--- src/verilog/idf_map.vh ---
`ifndef IDF_MAP_VH
`define IDF_MAP_VH

// Register offsets (byte addresses)
`define IDF_CFG_ADDR 8'h18
`define IDF_STAT_ADDR 8'h1c

// Configuration reset value
`define IDF_CFG_RST 24'h201800

// Configuration field positions
`define IDF_RATE_BIT 23
`define IDF_DLPF_HI 13
`define IDF_DLPF_LO 12
`define IDF_FCGEN_HI 11
`define IDF_FCGEN_LO 8
`define IDF_CGMON_BIT 7
`define IDF_CGMAG_HI 6
`define IDF_CGMAG_LO 4
`define IDF_PHOFF_HI 3
`define IDF_PHOFF_LO 0

// Status field positions
`define IDF_ST_FLAG_BIT 0
`define IDF_ST_MONACT_BIT 1
`define IDF_ST_PACEOK_BIT 2
`define IDF_ST_DRVACT_BIT 3
`define IDF_ST_LPF_LO 4
`define IDF_ST_MAG_LO 8
`define IDF_ST_LIMIT_BIT 11
`define IDF_ST_PHASE_LO 12

// Lowpass codes
`define IDF_LPF_BYPASS 2'h0
`define IDF_LPF_4HZ 2'h1
`define IDF_LPF_16HZ 2'h3

// Drive magnitude codes
`define IDF_MAG_OFF 3'h0
`define IDF_MAG_RESV 3'h6

// Drive frequency codes
`define IDF_FC_X4 4'h0
`define IDF_FC_OFS80K 4'h1
`define IDF_FC_OFS40K 4'h2

// Clock rates in Hz
`define IDF_CORE_HZ 64'd10000000
`define IDF_FM_32768_HZ 64'd32768
`define IDF_FM_32000_HZ 64'd32000
`define IDF_FM_31968_HZ 64'd31968

// Phase accumulator width and scale
`define IDF_ACC_W 24
`define IDF_ACC_SHIFT 24
`define IDF_PH_SHIFT 19

`endif

--- src/verilog/idf_nco.v ---
`include "idf_map.vh"

module idf_nco (
    input wire core_clk,
    input wire reset,
    input wire run,
    input wire [23:0] step,
    input wire [23:0] offset,
    output reg wave_r,
    output reg tick_r
);
    reg [23:0] acc_r;
    wire [24:0] sum;
    wire [23:0] shifted;

    assign sum = {1'b0, acc_r} + {1'b0, step};
    assign shifted = acc_r + offset;

    // Accumulator with carry tick and offset phase
    always @(posedge core_clk or posedge reset) begin
        if (reset) begin
            acc_r <= 24'h000000;
            wave_r <= 1'b0;
            tick_r <= 1'b0;
        end else if (run) begin
            acc_r <= sum[23:0];
            tick_r <= sum[24];
            wave_r <= shifted[23];
        end else begin
            acc_r <= 24'h000000;
            tick_r <= 1'b0;
            wave_r <= 1'b0;
        end
    end
endmodule // idf_nco

--- src/verilog/idf_drive_mon.v ---
`include "idf_map.vh"

module idf_drive_mon (
    input wire core_clk,
    input wire reset,
    input wire mon_on,
    input wire pos_fault,
    input wire neg_fault,
    input wire flag_clr,
    output reg flag_r
);
    reg fault_r;

    // Compliance watch on both drive pins
    always @(posedge core_clk or posedge reset) begin
        if (reset) begin
            fault_r <= 1'b0;
            flag_r <= 1'b0;
        end else begin
            fault_r <= mon_on & (pos_fault | neg_fault);
            if (fault_r)
                flag_r <= 1'b1;
            else if (flag_clr)
                flag_r <= 1'b0;
        end
    end
endmodule // idf_drive_mon

--- src/verilog/idf_top.v ---
// Behaviour
// - Lowpass code 00 bypass, 01 about 4Hz, 10 about 8Hz, 11 about 16Hz.
// - Lowpass code 11 allowed only with the faster sample rate.
// - Unsupported lowpass code runs internally as the 4Hz code 01.
// - Written lowpass bits stay stored; reads return the effective code.
// - Filter cutoffs scale with the selected master clock frequency.
// - Unsupported rate and filter pairs map to the default setting.
// - Drive frequency 0000 is four times master clock; 1000 is master/64.
// - Codes 0100 to 0111 divide by 4 to 32; 1001 divides by 128.
// - Codes 101x and 11xx divide the master clock by 256.
// - Frequencies near 16k to 64k are shifted to 18k to 80k.
// - Pulse edge detection works only with drive codes 0001 or 0010.
// - Monitor enable bit activates monitor and flag when drive is active.
// - Magnitude 000 and reserved 110 float both pins; other codes set drive current.
// - Drive codes 0010 and above use four phase bits, 11.25 degree steps.
// - Drive code 0001 uses upper three phase bits, 22.5 degree steps.
// - Drive code 0000 uses upper two phase bits, 45 degree steps.
// - Master clock follows its select: 32768, 32000, 32000, 31968 Hz.
`include "idf_map.vh"

module idf_top (
    input wire core_clk,
    input wire reset,
    input wire [7:0] reg_addr,
    input wire [23:0] reg_wdata,
    input wire reg_wr,
    input wire reg_rd,
    input wire [1:0] master_clock_select,
    input wire channel_active,
    input wire drive_pos_fault,
    input wire drive_neg_fault,
    output reg [23:0] reg_rdata,
    output reg [1:0] lowpass_eff,
    output reg lowpass_bypass,
    output reg [2:0] drive_level,
    output reg drive_pos_pin_out,
    output reg drive_pos_pin_oe,
    output reg drive_neg_pin_out,
    output reg drive_neg_pin_oe,
    output reg demod_ref,
    output reg master_tick,
    output reg pulse_edge_ok,
    output reg drive_monitor_flag
);
    reg [23:0] cfg_r;
    reg [23:0] rdata_nxt;
    reg [15:0] mstr_step_r;
    reg [23:0] exc_step_r;
    reg [23:0] phase_word_r;
    reg exc_run_r;
    wire [1:0] dlpf_raw;
    wire rate_slow;
    wire [3:0] fcgen;
    wire [2:0] cgmag_raw;
    wire [3:0] phoff;
    wire cgmon;
    wire [1:0] dlpf_eff;
    wire [2:0] mag_eff;
    wire drive_on;
    wire mon_on;
    wire flag_clr;
    wire cfg_wr;
    wire pace_ok;
    wire mag_warn;
    wire mstr_tick;
    wire exc_wave;
    wire ref_wave;
    wire mon_flag;
    wire [23:0] status_word;

    // Master clock step per core cycle, 64-bit to avoid overflow
    function [15:0] mstr_step;
        input [1:0] sel;
        reg [63:0] hz;
        reg [63:0] st;
        begin
            case (sel)
                2'h0: hz = `IDF_FM_32768_HZ;
                2'h1: hz = `IDF_FM_32000_HZ;
                2'h2: hz = `IDF_FM_32000_HZ;
                2'h3: hz = `IDF_FM_31968_HZ;
                default: hz = `IDF_FM_32768_HZ;
            endcase
            st = (hz << `IDF_ACC_SHIFT) / `IDF_CORE_HZ;
            mstr_step = st[15:0];
        end
    endfunction

    // Excitation step as a ratio of the master clock step
    function [23:0] exc_step;
        input [3:0] code;
        input [15:0] m;
        reg [31:0] b;
        reg [31:0] r;
        begin
            b = {16'h0000, m};
            case (code)
                4'h0: r = b << 2;
                4'h1: r = (b * 32'h00000005) >> 1;
                4'h2: r = (b * 32'h00000005) >> 2;
                4'h3: r = (b * 32'h00000239) >> 10;
                4'h4: r = b >> 2;
                4'h5: r = b >> 3;
                4'h6: r = b >> 4;
                4'h7: r = b >> 5;
                4'h8: r = b >> 6;
                4'h9: r = b >> 7;
                default: r = b >> 8;
            endcase
            exc_step = r[23:0];
        end
    endfunction

    // Phase offset word, 11.25 degrees is one step of 2^19
    function [23:0] phase_word;
        input [3:0] code;
        input [3:0] ph;
        reg [3:0] used;
        begin
            case (code)
                `IDF_FC_X4: used = {ph[3:2], 2'h0};
                `IDF_FC_OFS80K: used = {ph[3:1], 1'b0};
                default: used = ph;
            endcase
            phase_word = {used, 20'h00000} >> 1;
        end
    endfunction

    // Effective lowpass code
    function [1:0] lpf_effective;
        input [1:0] raw;
        input slow;
        begin
            if (raw == `IDF_LPF_16HZ && slow)
                lpf_effective = `IDF_LPF_4HZ;
            else
                lpf_effective = raw;
        end
    endfunction

    // Pulse edge detection supported only at the offset drive codes
    function pace_supported;
        input [3:0] code;
        begin
            pace_supported = (code == `IDF_FC_OFS80K) || (code == `IDF_FC_OFS40K);
        end
    endfunction

    // Write strobe aimed at one register
    function reg_hit;
        input strobe;
        input [7:0] addr;
        input [7:0] target;
        begin
            reg_hit = strobe && (addr == target);
        end
    endfunction

    // Magnitude above the software limit for the drive frequency
    function mag_over_limit;
        input [3:0] code;
        input [2:0] mag;
        reg [2:0] limit;
        begin
            case (code)
                4'h0: limit = 3'h7;
                4'h1: limit = 3'h7;
                4'h2: limit = 3'h7;
                4'h3: limit = 3'h7;
                4'h4: limit = 3'h6;
                4'h5: limit = 3'h3;
                4'h6: limit = 3'h2;
                4'h7: limit = 3'h1;
                default: limit = 3'h1;
            endcase
            mag_over_limit = (mag > limit);
        end
    endfunction

    // Field decode
    assign dlpf_raw = cfg_r[`IDF_DLPF_HI:`IDF_DLPF_LO];
    assign rate_slow = cfg_r[`IDF_RATE_BIT];
    assign fcgen = cfg_r[`IDF_FCGEN_HI:`IDF_FCGEN_LO];
    assign cgmag_raw = cfg_r[`IDF_CGMAG_HI:`IDF_CGMAG_LO];
    assign phoff = cfg_r[`IDF_PHOFF_HI:`IDF_PHOFF_LO];
    assign cgmon = cfg_r[`IDF_CGMON_BIT];

    assign dlpf_eff = lpf_effective(dlpf_raw, rate_slow);

    // Drive gating
    assign mag_eff = (cgmag_raw == `IDF_MAG_RESV) ? `IDF_MAG_OFF : cgmag_raw;
    assign drive_on = channel_active && (mag_eff != `IDF_MAG_OFF);
    assign mon_on = cgmon && drive_on;

    // Write decode
    assign cfg_wr = reg_hit(reg_wr, reg_addr, `IDF_CFG_ADDR);
    assign flag_clr = reg_hit(reg_wr, reg_addr, `IDF_STAT_ADDR) && reg_wdata[`IDF_ST_FLAG_BIT];

    // Pace and limit decode
    assign pace_ok = pace_supported(fcgen);
    assign mag_warn = mag_over_limit(fcgen, cgmag_raw);

    // Status word shows live state of the block
    assign status_word = {
        8'h00,
        phoff,
        mag_warn,
        mag_eff,
        2'h0,
        dlpf_eff,
        drive_on,
        pace_ok,
        mon_on,
        mon_flag
    };

    // Configuration register
    always @(posedge core_clk or posedge reset) begin
        if (reset) begin
            cfg_r <= `IDF_CFG_RST;
        end else if (cfg_wr) begin
            cfg_r <= reg_wdata;
        end
    end

    // Read data mux
    always @* begin
        rdata_nxt = 24'h000000;
        if (reg_rd) begin
            case (reg_addr)
                `IDF_CFG_ADDR: begin
                    rdata_nxt = cfg_r;
                    rdata_nxt[`IDF_DLPF_HI:`IDF_DLPF_LO] = dlpf_eff;
                end
                `IDF_STAT_ADDR: begin
                    rdata_nxt = status_word;
                end
                default: begin
                    rdata_nxt = 24'h000000;
                end
            endcase
        end
    end

    // Read data valid only in the cycle after the strobe
    always @(posedge core_clk or posedge reset) begin
        if (reset) begin
            reg_rdata <= 24'h000000;
        end else begin
            reg_rdata <= rdata_nxt;
        end
    end

    // Step and phase registers follow configuration
    always @(posedge core_clk or posedge reset) begin
        if (reset) begin
            mstr_step_r <= 16'h0000;
            exc_step_r <= 24'h000000;
            phase_word_r <= 24'h000000;
            exc_run_r <= 1'b0;
        end else begin
            mstr_step_r <= mstr_step(master_clock_select);
            exc_step_r <= exc_step(fcgen, mstr_step_r);
            phase_word_r <= phase_word(fcgen, phoff);
            exc_run_r <= drive_on;
        end
    end

    // Master clock generator
    idf_nco u_mstr (
        .core_clk(core_clk),
        .reset(reset),
        .run(1'b1),
        .step({8'h00, mstr_step_r}),
        .offset(24'h000000),
        .wave_r(),
        .tick_r(mstr_tick)
    );

    // Excitation generator
    idf_nco u_exc (
        .core_clk(core_clk),
        .reset(reset),
        .run(exc_run_r),
        .step(exc_step_r),
        .offset(24'h000000),
        .wave_r(exc_wave),
        .tick_r()
    );

    // Phase-shifted demodulation reference, same step as excitation
    idf_nco u_ref (
        .core_clk(core_clk),
        .reset(reset),
        .run(exc_run_r),
        .step(exc_step_r),
        .offset(phase_word_r),
        .wave_r(ref_wave),
        .tick_r()
    );

    // Drive compliance monitor
    idf_drive_mon u_mon (
        .core_clk(core_clk),
        .reset(reset),
        .mon_on(mon_on),
        .pos_fault(drive_pos_fault),
        .neg_fault(drive_neg_fault),
        .flag_clr(flag_clr),
        .flag_r(mon_flag)
    );

    // Registered outputs
    always @(posedge core_clk or posedge reset) begin
        if (reset) begin
            lowpass_eff <= `IDF_LPF_4HZ;
            lowpass_bypass <= 1'b0;
            drive_level <= `IDF_MAG_OFF;
            drive_pos_pin_out <= 1'b0;
            drive_pos_pin_oe <= 1'b0;
            drive_neg_pin_out <= 1'b0;
            drive_neg_pin_oe <= 1'b0;
            demod_ref <= 1'b0;
            master_tick <= 1'b0;
            pulse_edge_ok <= 1'b0;
            drive_monitor_flag <= 1'b0;
        end else begin
            lowpass_eff <= dlpf_eff;
            lowpass_bypass <= (dlpf_eff == `IDF_LPF_BYPASS);
            drive_level <= drive_on ? mag_eff : `IDF_MAG_OFF;
            drive_pos_pin_out <= exc_run_r & exc_wave;
            drive_neg_pin_out <= exc_run_r & ~exc_wave;
            drive_pos_pin_oe <= exc_run_r;
            drive_neg_pin_oe <= exc_run_r;
            demod_ref <= exc_run_r & ref_wave;
            master_tick <= mstr_tick;
            pulse_edge_ok <= pace_ok;
            drive_monitor_flag <= mon_flag;
        end
    end
endmodule // idf_top

--- config.mk ---
export PLATFORM = sky130hd
export DESIGN_NAME = idf_top
export DESIGN_NICKNAME = d
export VERILOG_FILES = /design/src/verilog/idf_nco.v /design/src/verilog/idf_drive_mon.v /design/src/verilog/idf_top.v
export VERILOG_INCLUDE_DIRS = /design/src /design/src/verilog
export SDC_FILE = /design/constraint.sdc
export NUM_CORES = 1
export LEC_CHECK = 0
export BUFFER_PORTS_ARGS = -buffer_cell sky130_fd_sc_hd__buf_2
export CORE_AREA = 4 4 184 186
export DETAILED_ROUTE_END_ITERATION = 16
export DIE_AREA = 0 0 188 190
export MAX_ROUTING_LAYER = met4
export PLACE_DENSITY = 0.62
export SYNTH_ARGS = -nofsm -noshare
export SYNTH_HDL_FRONTEND = slang
export SYNTH_SLANG_ARGS = --single-unit
--- constraint.sdc ---
create_clock -name core_clk -period 13.85 [get_ports core_clk]
set_clock_uncertainty 0.1 [all_clocks]
set_input_delay 2.77 -clock core_clk [delete_from_list [all_inputs] [get_ports core_clk]]
set_output_delay 2.77 -clock core_clk [all_outputs]
set_load 0.02 [all_outputs]
Word-level counts from Yosys, hierarchy flattened:

Memory sizes are Yosys's and may differ from the RTL's.
Cells that the tools add are included.

* add/subtract/negate cells: 4
* multiply operators: 2
* div/mod/pow operators: 1
* magnitude comparators: 1
* eq/ne operators: 16
* shift operators: 0
* multiplexer cells: 15
* bitwise operators: 6
* reductions and logical operators: 13

Operators with widths (count)
* case mux 18 bit (10 select lines): 1
* case mux 40 bit (3 select lines): 1
* two-way mux 24 bit: 3
* divider 64 x 24 -> 64 bit, second input constant: 1
* adder 24 bit: 2
* case mux 24 bit (2 select lines): 1
* multiplier 16 x 10 -> 26 bit, second input constant: 1
* adder 24 x 16 -> 25 bit: 1
* adder 24 x 23 -> 24 bit: 1
* multiplier 16 x 3 -> 19 bit, second input constant: 1
* equality test 4 x 3 -> 1 bit, second input constant: 4
* equality test 8 x 5 -> 1 bit, second input constant: 2
* two-way mux 3 bit: 3
* equality test 4 x 2 -> 1 bit, second input constant: 2
* equality test 4 bit, second input constant: 2
* equality test 2 bit, second input constant: 3
* logical AND 1 bit: 6
* bitwise AND 1 bit: 4
* equality test 4 x 1 -> 1 bit, second input constant: 1
* zero test 2 bit: 2
* zero test 4 bit: 1
* two-way mux 1 bit: 4
* case mux 2 bit (2 select lines): 1
* equality test 3 bit, second input constant: 1
* other kinds (9): 9

* bits in registers: 183
* latch bits: 0
* memory bits (writable): 0
* ROM bits: 24
* output and inout bits: 38
* memories: 1

Memories
* (no name shown): words 8, width 3, read ports 1, clocked after Yosys merged registers in 0, wr ports 0, RTL line idf_top.v:165 `case (code)`

Longest topological paths before layout:

* depth in word-level cells: 7
* gate-level depth with buffers: 17
* gate-level depth less buffers: 17

Cells and area by module:

A second synthesis with hierarchy kept.

* cell total of the unflattened synthesis: 1773
* area total of the unflattened synthesis: 15777.6 µm²

By module, submodules not included
* idf_top: instances 1, cells each 849, area each 7901.3 µm², seq. area each 2357.3 µm²
* idf_nco: instances 3, cells each 306, area each 2601.2 µm², seq. area each 650.6 µm²
* idf_drive_mon: instances 1, cells each 6, area each 72.6 µm², seq. area each 50.0 µm²

Worst setup path before layout:

No wires, ideal clock.

* path type: reg-to-reg
* start: register mstr_step_r[5]
* end: register exc_step_r[3]
* arrival time: 4.701 ns
* data required time: 13.619 ns
* slack: 8.918 ns
* cell stages (with the launch flop): 16
* path buffers: 0
* clock period less this slack: 4.932 ns
* cells stage by stage: dfrtp_1 > inv_1 > ha_1 > inv_1 > fa_1 > fa_1 > inv_1 > fa_1 > ha_1 > inv_1 > a21oi_2 > or3_4 > a31o_1 > xor2_1 > a2111oi_1 > nor2_1

* longest elaborated chain between the ends: 2
* elaborated cells between the ends (all ways): 3
* classes of those cells: mul (2); mux (1)

Ends and longest elaborated chain
* start: declaration: RTL line idf_top.v:47 `reg [15:0] mstr_step_r;`
* start signal: assignment: RTL line idf_top.v:262 `mstr_step_r <= mstr_step(master_clock_select);`
* multiplier 16 x 10 -> 26 bit / multiplier 16 x 3 -> 19 bit (equally long branches): RTL line idf_top.v:101, idf_top.v:100
* case mux 18 bit (10 select lines) *: RTL line idf_top.v:97 `case (code)`
* end signal: assignment: RTL line idf_top.v:263 `exc_step_r <= exc_step(fcgen, mstr_step_r);`
* end: declaration: RTL line idf_top.v:48 `reg [23:0] exc_step_r;`

Every way passes the cells marked *; elsewhere a longest branch is shown, timed or not.
A chain may end at the register's enable or synchronous reset.

Final worst setup path:

* start: register mstr_step_r[5]
* end: register exc_step_r[15]

* longest elaborated chain between the ends: 2
* elaborated cells between the ends (all ways): 3
* classes of those cells: mul (2); mux (1)

Ends and longest elaborated chain (RTL line)
* multiplier 16 x 10 -> 26 bit / multiplier 16 x 3 -> 19 bit (equally long branches): idf_top.v:101, idf_top.v:99, idf_top.v:100
* case mux 18 bit (10 select lines) *: idf_top.v:97

Marks and branches as above.

==> impl_metrics.env <==
export IMPL_cts_root_buf="clkbuf_16"
export IMPL_hold_depth=0
export IMPL_r2r_start="mstr_step_r[5]"
export IMPL_syn_area_sq_mm=0.0127
export IMPL_chipHeight_microns=190
export IMPL_antenna_found_initial=0
export IMPL_p_comb_frac=0.459
export IMPL_wl_microns=30700
export IMPL_cts_tree="done"
export IMPL_fp_row_count=66
export IMPL_ir_drop_uv=98.2
export IMPL_worstMarginPinSlew_ns=1.01
export IMPL_async_flop_share=1.00
export IMPL_setup_tns_final_ns=0
export IMPL_reg2reg_to="exc_step_r[15]"
export IMPL_num_vias=9675
export IMPL_area_growth_synth_to_final_pct=11.6
export IMPL_first_pass_iters=7
export IMPL_worstPathArrival_ns=5.39
export IMPL_required_ns=14.10
export IMPL_dp_hpwl_microns=23000
export IMPL_io_buffers=78
export IMPL_place_gp_congestion=0.926
export IMPL_netlist_instances=1296
export IMPL_cp_end_kind="register"
export IMPL_first_iter_violations=646
export IMPL_crit_type="register to register"
export IMPL_track_usage=0.179
export IMPL_ys_seq_elements=171
export IMPL_crit_path_max_fanout=20
export IMPL_seq_power_share=0.296
export IMPL_grt_pass1_wl_microns=50700
export IMPL_core_sq_mm=0.0323
export IMPL_start_kind="register"
export IMPL_die_area_sq_mm=0.0357
export IMPL_max_stage_delay_ns=0.60
export IMPL_initial_core_util=0.394
export IMPL_finalSetupViolCount=0
export IMPL_fin_nets=1616
export IMPL_synthFlopType="dfrtp_1"
export IMPL_cts_buffer_depth=2
export IMPL_fin_ws_ns=8.71
export IMPL_synth_edf_count=0
export IMPL_min_delay_start="u_mstr.tick_r"
export IMPL_pin_count=79
export IMPL_place_worst_setup_slack_ns=8.68
export IMPL_min_to="master_tick"
export IMPL_gr_total_overflow=0
export IMPL_reg2reg_slack_ns=8.71
export IMPL_max_freq_mhz=195
export IMPL_final_cell_count_no_fill=1830
export IMPL_pwr_share_clk=0.244
export IMPL_period_share=0.371
export IMPL_htreeDepth=4
export IMPL_finalHoldViolCount=0
export IMPL_clock_latency_ns=0.44
export IMPL_syn_area_per_cell_sq_um=9.81
export IMPL_drc_errors=0
export IMPL_cts_made_buffers=17
export IMPL_drtAntennaViolNets=0
export IMPL_slowest_stage="dfrtp_1"
export IMPL_maxSlewViolCount=0
export IMPL_layout_drive_gt1_share=0.129
export IMPL_vias_per_cell=5.29
export IMPL_pwr_density_cell_mw_per_mm2=141
export IMPL_p_switching_uw=789
export IMPL_ys_types=84
export IMPL_diodes=0
export IMPL_cts_resized=0
export IMPL_cts_setup_buffers=0
export IMPL_cts_hold_buf=0
export IMPL_grt_setup_unrepaired="no"
export IMPL_maxSlewHeadroom=0.321
export IMPL_path_cells="buf_4 > inv_1 > ha_1 > inv_1 > fa_1 > fa_1 > inv_1 > fa_1 > ha_1 > nand4_1 > a21oi_1 > o31ai_2 > a31oi_2 > a21oi_1 > a2111o_1 > o211ai_1"
export IMPL_yosys_warnings=0
export IMPL_period_needed_ns=5.14
export IMPL_grt_max_degree=63
export IMPL_outcome="complete, no violations"
export IMPL_internal_power_uw=1210
export IMPL_hp_class="register to register"
export IMPL_synth_seq_area_share=0.337
export IMPL_wire_per_inst_microns=16.8
export IMPL_grt_pass1_vias=9647
export IMPL_clock_sinks=171
export IMPL_p_leak_uw=0.00718
export IMPL_swShare=0.394
export IMPL_die_width_microns=188
export IMPL_r2r_cells=16
export IMPL_clk_pin_slew_worst_paths_ns=0.07
export IMPL_placed_cells=1798
export IMPL_cap_viol_max_count=0
[metal layers]
metal | GRT usage | wire (microns) | vias up
met5 | - | 0 | -
met4 | 0.0686 | 1060 | 0
met3 | 0.0270 | 1090 | 58
met2 | 0.274 | 14000 | 194
met1 | 0.242 | 14600 | 4675
li1 | - | - | 4748
[state kept, by name, indices dropped and copies added (netlist names), 2 cells and up]
register and cells:
cfg_r 24, drive_level 3, exc_step_r 18, lowpass_eff 2
mstr_step_r 10, phase_word_r 4, reg_rdata 24, u_exc.acc_r 24
u_mstr.acc_r 24, u_ref.acc_r 24
[metrics by stage]
stage	hold slack [ns]	cell area [sq um]	power [uW]	utilization
after global routing	0.255	14200	2150	0.439
after global placement	0.233	13600	1500	0.421
final	0.250	14200	2000	0.439
after CTS	0.251	14200	2010	0.439
after detailed placement	0.236	13600	1510	0.421
after floorplan	0.231	12700	1300	-
[layout make-up]
type                       count  area [sq um]
inverter                     109           414
multi-input combinational    983          7850
tap                          442           553
fill                        3139         18100
clock inverter                12           139
timing repair buffer          93           503
clock buffer                  20           447
sequential                   171          4280
[Yosys cell counts (4+ instances only)]
cell type | count | area (sq um)
buf_2 | 8 | 40.0
and2_1 | 49 | 307
nand3_1 | 28 | 140
nand2_1 | 66 | 248
nand2b_1 | 24 | 150
clkbuf_1 | 22 | 82.6
a31oi_1 | 10 | 62.6
a21oi_1 | 73 | 365
nor2_1 | 87 | 327
o31ai_1 | 4 | 30.0
a211oi_1 | 16 | 120
fa_1 | 39 | 781
nor2b_1 | 8 | 50.1
a21boi_0 | 6 | 45.0
o22ai_1 | 4 | 25.0
ha_1 | 161 | 2010
o21a_1 | 22 | 165
nor3_1 | 14 | 70.1
mux2i_1 | 24 | 240
xor2_1 | 22 | 193
nor4_1 | 4 | 25.0
o21bai_1 | 8 | 60.1
dfstp_2 | 4 | 105
a21boi_1 | 4 | 30.0
o21ai_1 | 5 | 25.0
o2111ai_1 | 4 | 35.0
a211o_1 | 7 | 61.3
a221oi_1 | 6 | 52.6
o211ai_1 | 14 | 105
o21ai_0 | 62 | 310
inv_1 | 108 | 405
and3_1 | 17 | 106
a21o_1 | 26 | 195
mux2_2 | 27 | 304
a22oi_1 | 5 | 37.5
xnor2_1 | 42 | 368
nand4_1 | 11 | 68.8
dfrtp_1 | 167 | 4180
or3_1 | 10 | 62.6
buf_1 | 4 | 15.0
a2111oi_0 | 4 | 35.0
a32oi_1 | 4 | 35.0
[power groups by stage]
stage,registers (uW),clock network [uW],logic [uW]
global route,598,520,1040
detailed placement,602,0,909
global placement,600,0,900
finish,592,489,919
CTS,592,501,915
floorplan,592,0,709
[critical path, delay by kind of cell, from the launching register on]
| kind | cells | cell delay [ns] |
|---|---|---|
| compound gates | 6 | 1.36 |
| fa+ha+maj | 5 | 2.19 |
| buf+inv | 4 | 0.68 |
| flops | 1 | 0.60 |
| simple gates | 1 | 0.10 |
[cells in the final DEF (no fill, tap or decap), drive strengths merged, types with 27 or more instances in the layout]
cell / instances
o21ai: 67
fa: 39
dfrtp: 167
inv: 111
xnor2: 42
nand2: 67
nor2: 87
a21oi: 76
buf: 93
mux2: 27
ha: 161
and2: 50
nand3: 28
[cell families (layout without fill, tap and decap cells)]
group,Yosys count,in the layout,share of synthesized area
adders and majority gates,200,200,0.220
DFF,171,171,0.337
other,2,7,0.000591
xor gates and xnor gates,64,64,0.0441
AOI/OAI and AO/OA,325,325,0.175
buffers and inverters,147,234,0.0469
muxes,51,51,0.0428
and+or+nand+nor,336,336,0.134
[worst max path at each step]
| stage | startpoint | to | slack, ns | depth (start not counted) |
|---|---|---|---|---|
| 6_report | mstr_step_r[5] | exc_step_r[15] | 8.71 | 16 |
| 5_1_grt | mstr_step_r[5] | exc_step_r[15] | 8.40 | 16 |
| 3_3_place_gp | mstr_step_r[5] | exc_step_r[15] | 8.81 | 16 |
| 4_1_cts | mstr_step_r[5] | exc_step_r[15] | 8.68 | 16 |
| 2_1_floorplan | reset | cfg_r[0] | 6.35 | 1 |
| 3_5_place_dp | mstr_step_r[5] | exc_step_r[3] | 8.68 | 16 |
(Power assumes the default switching activity.)
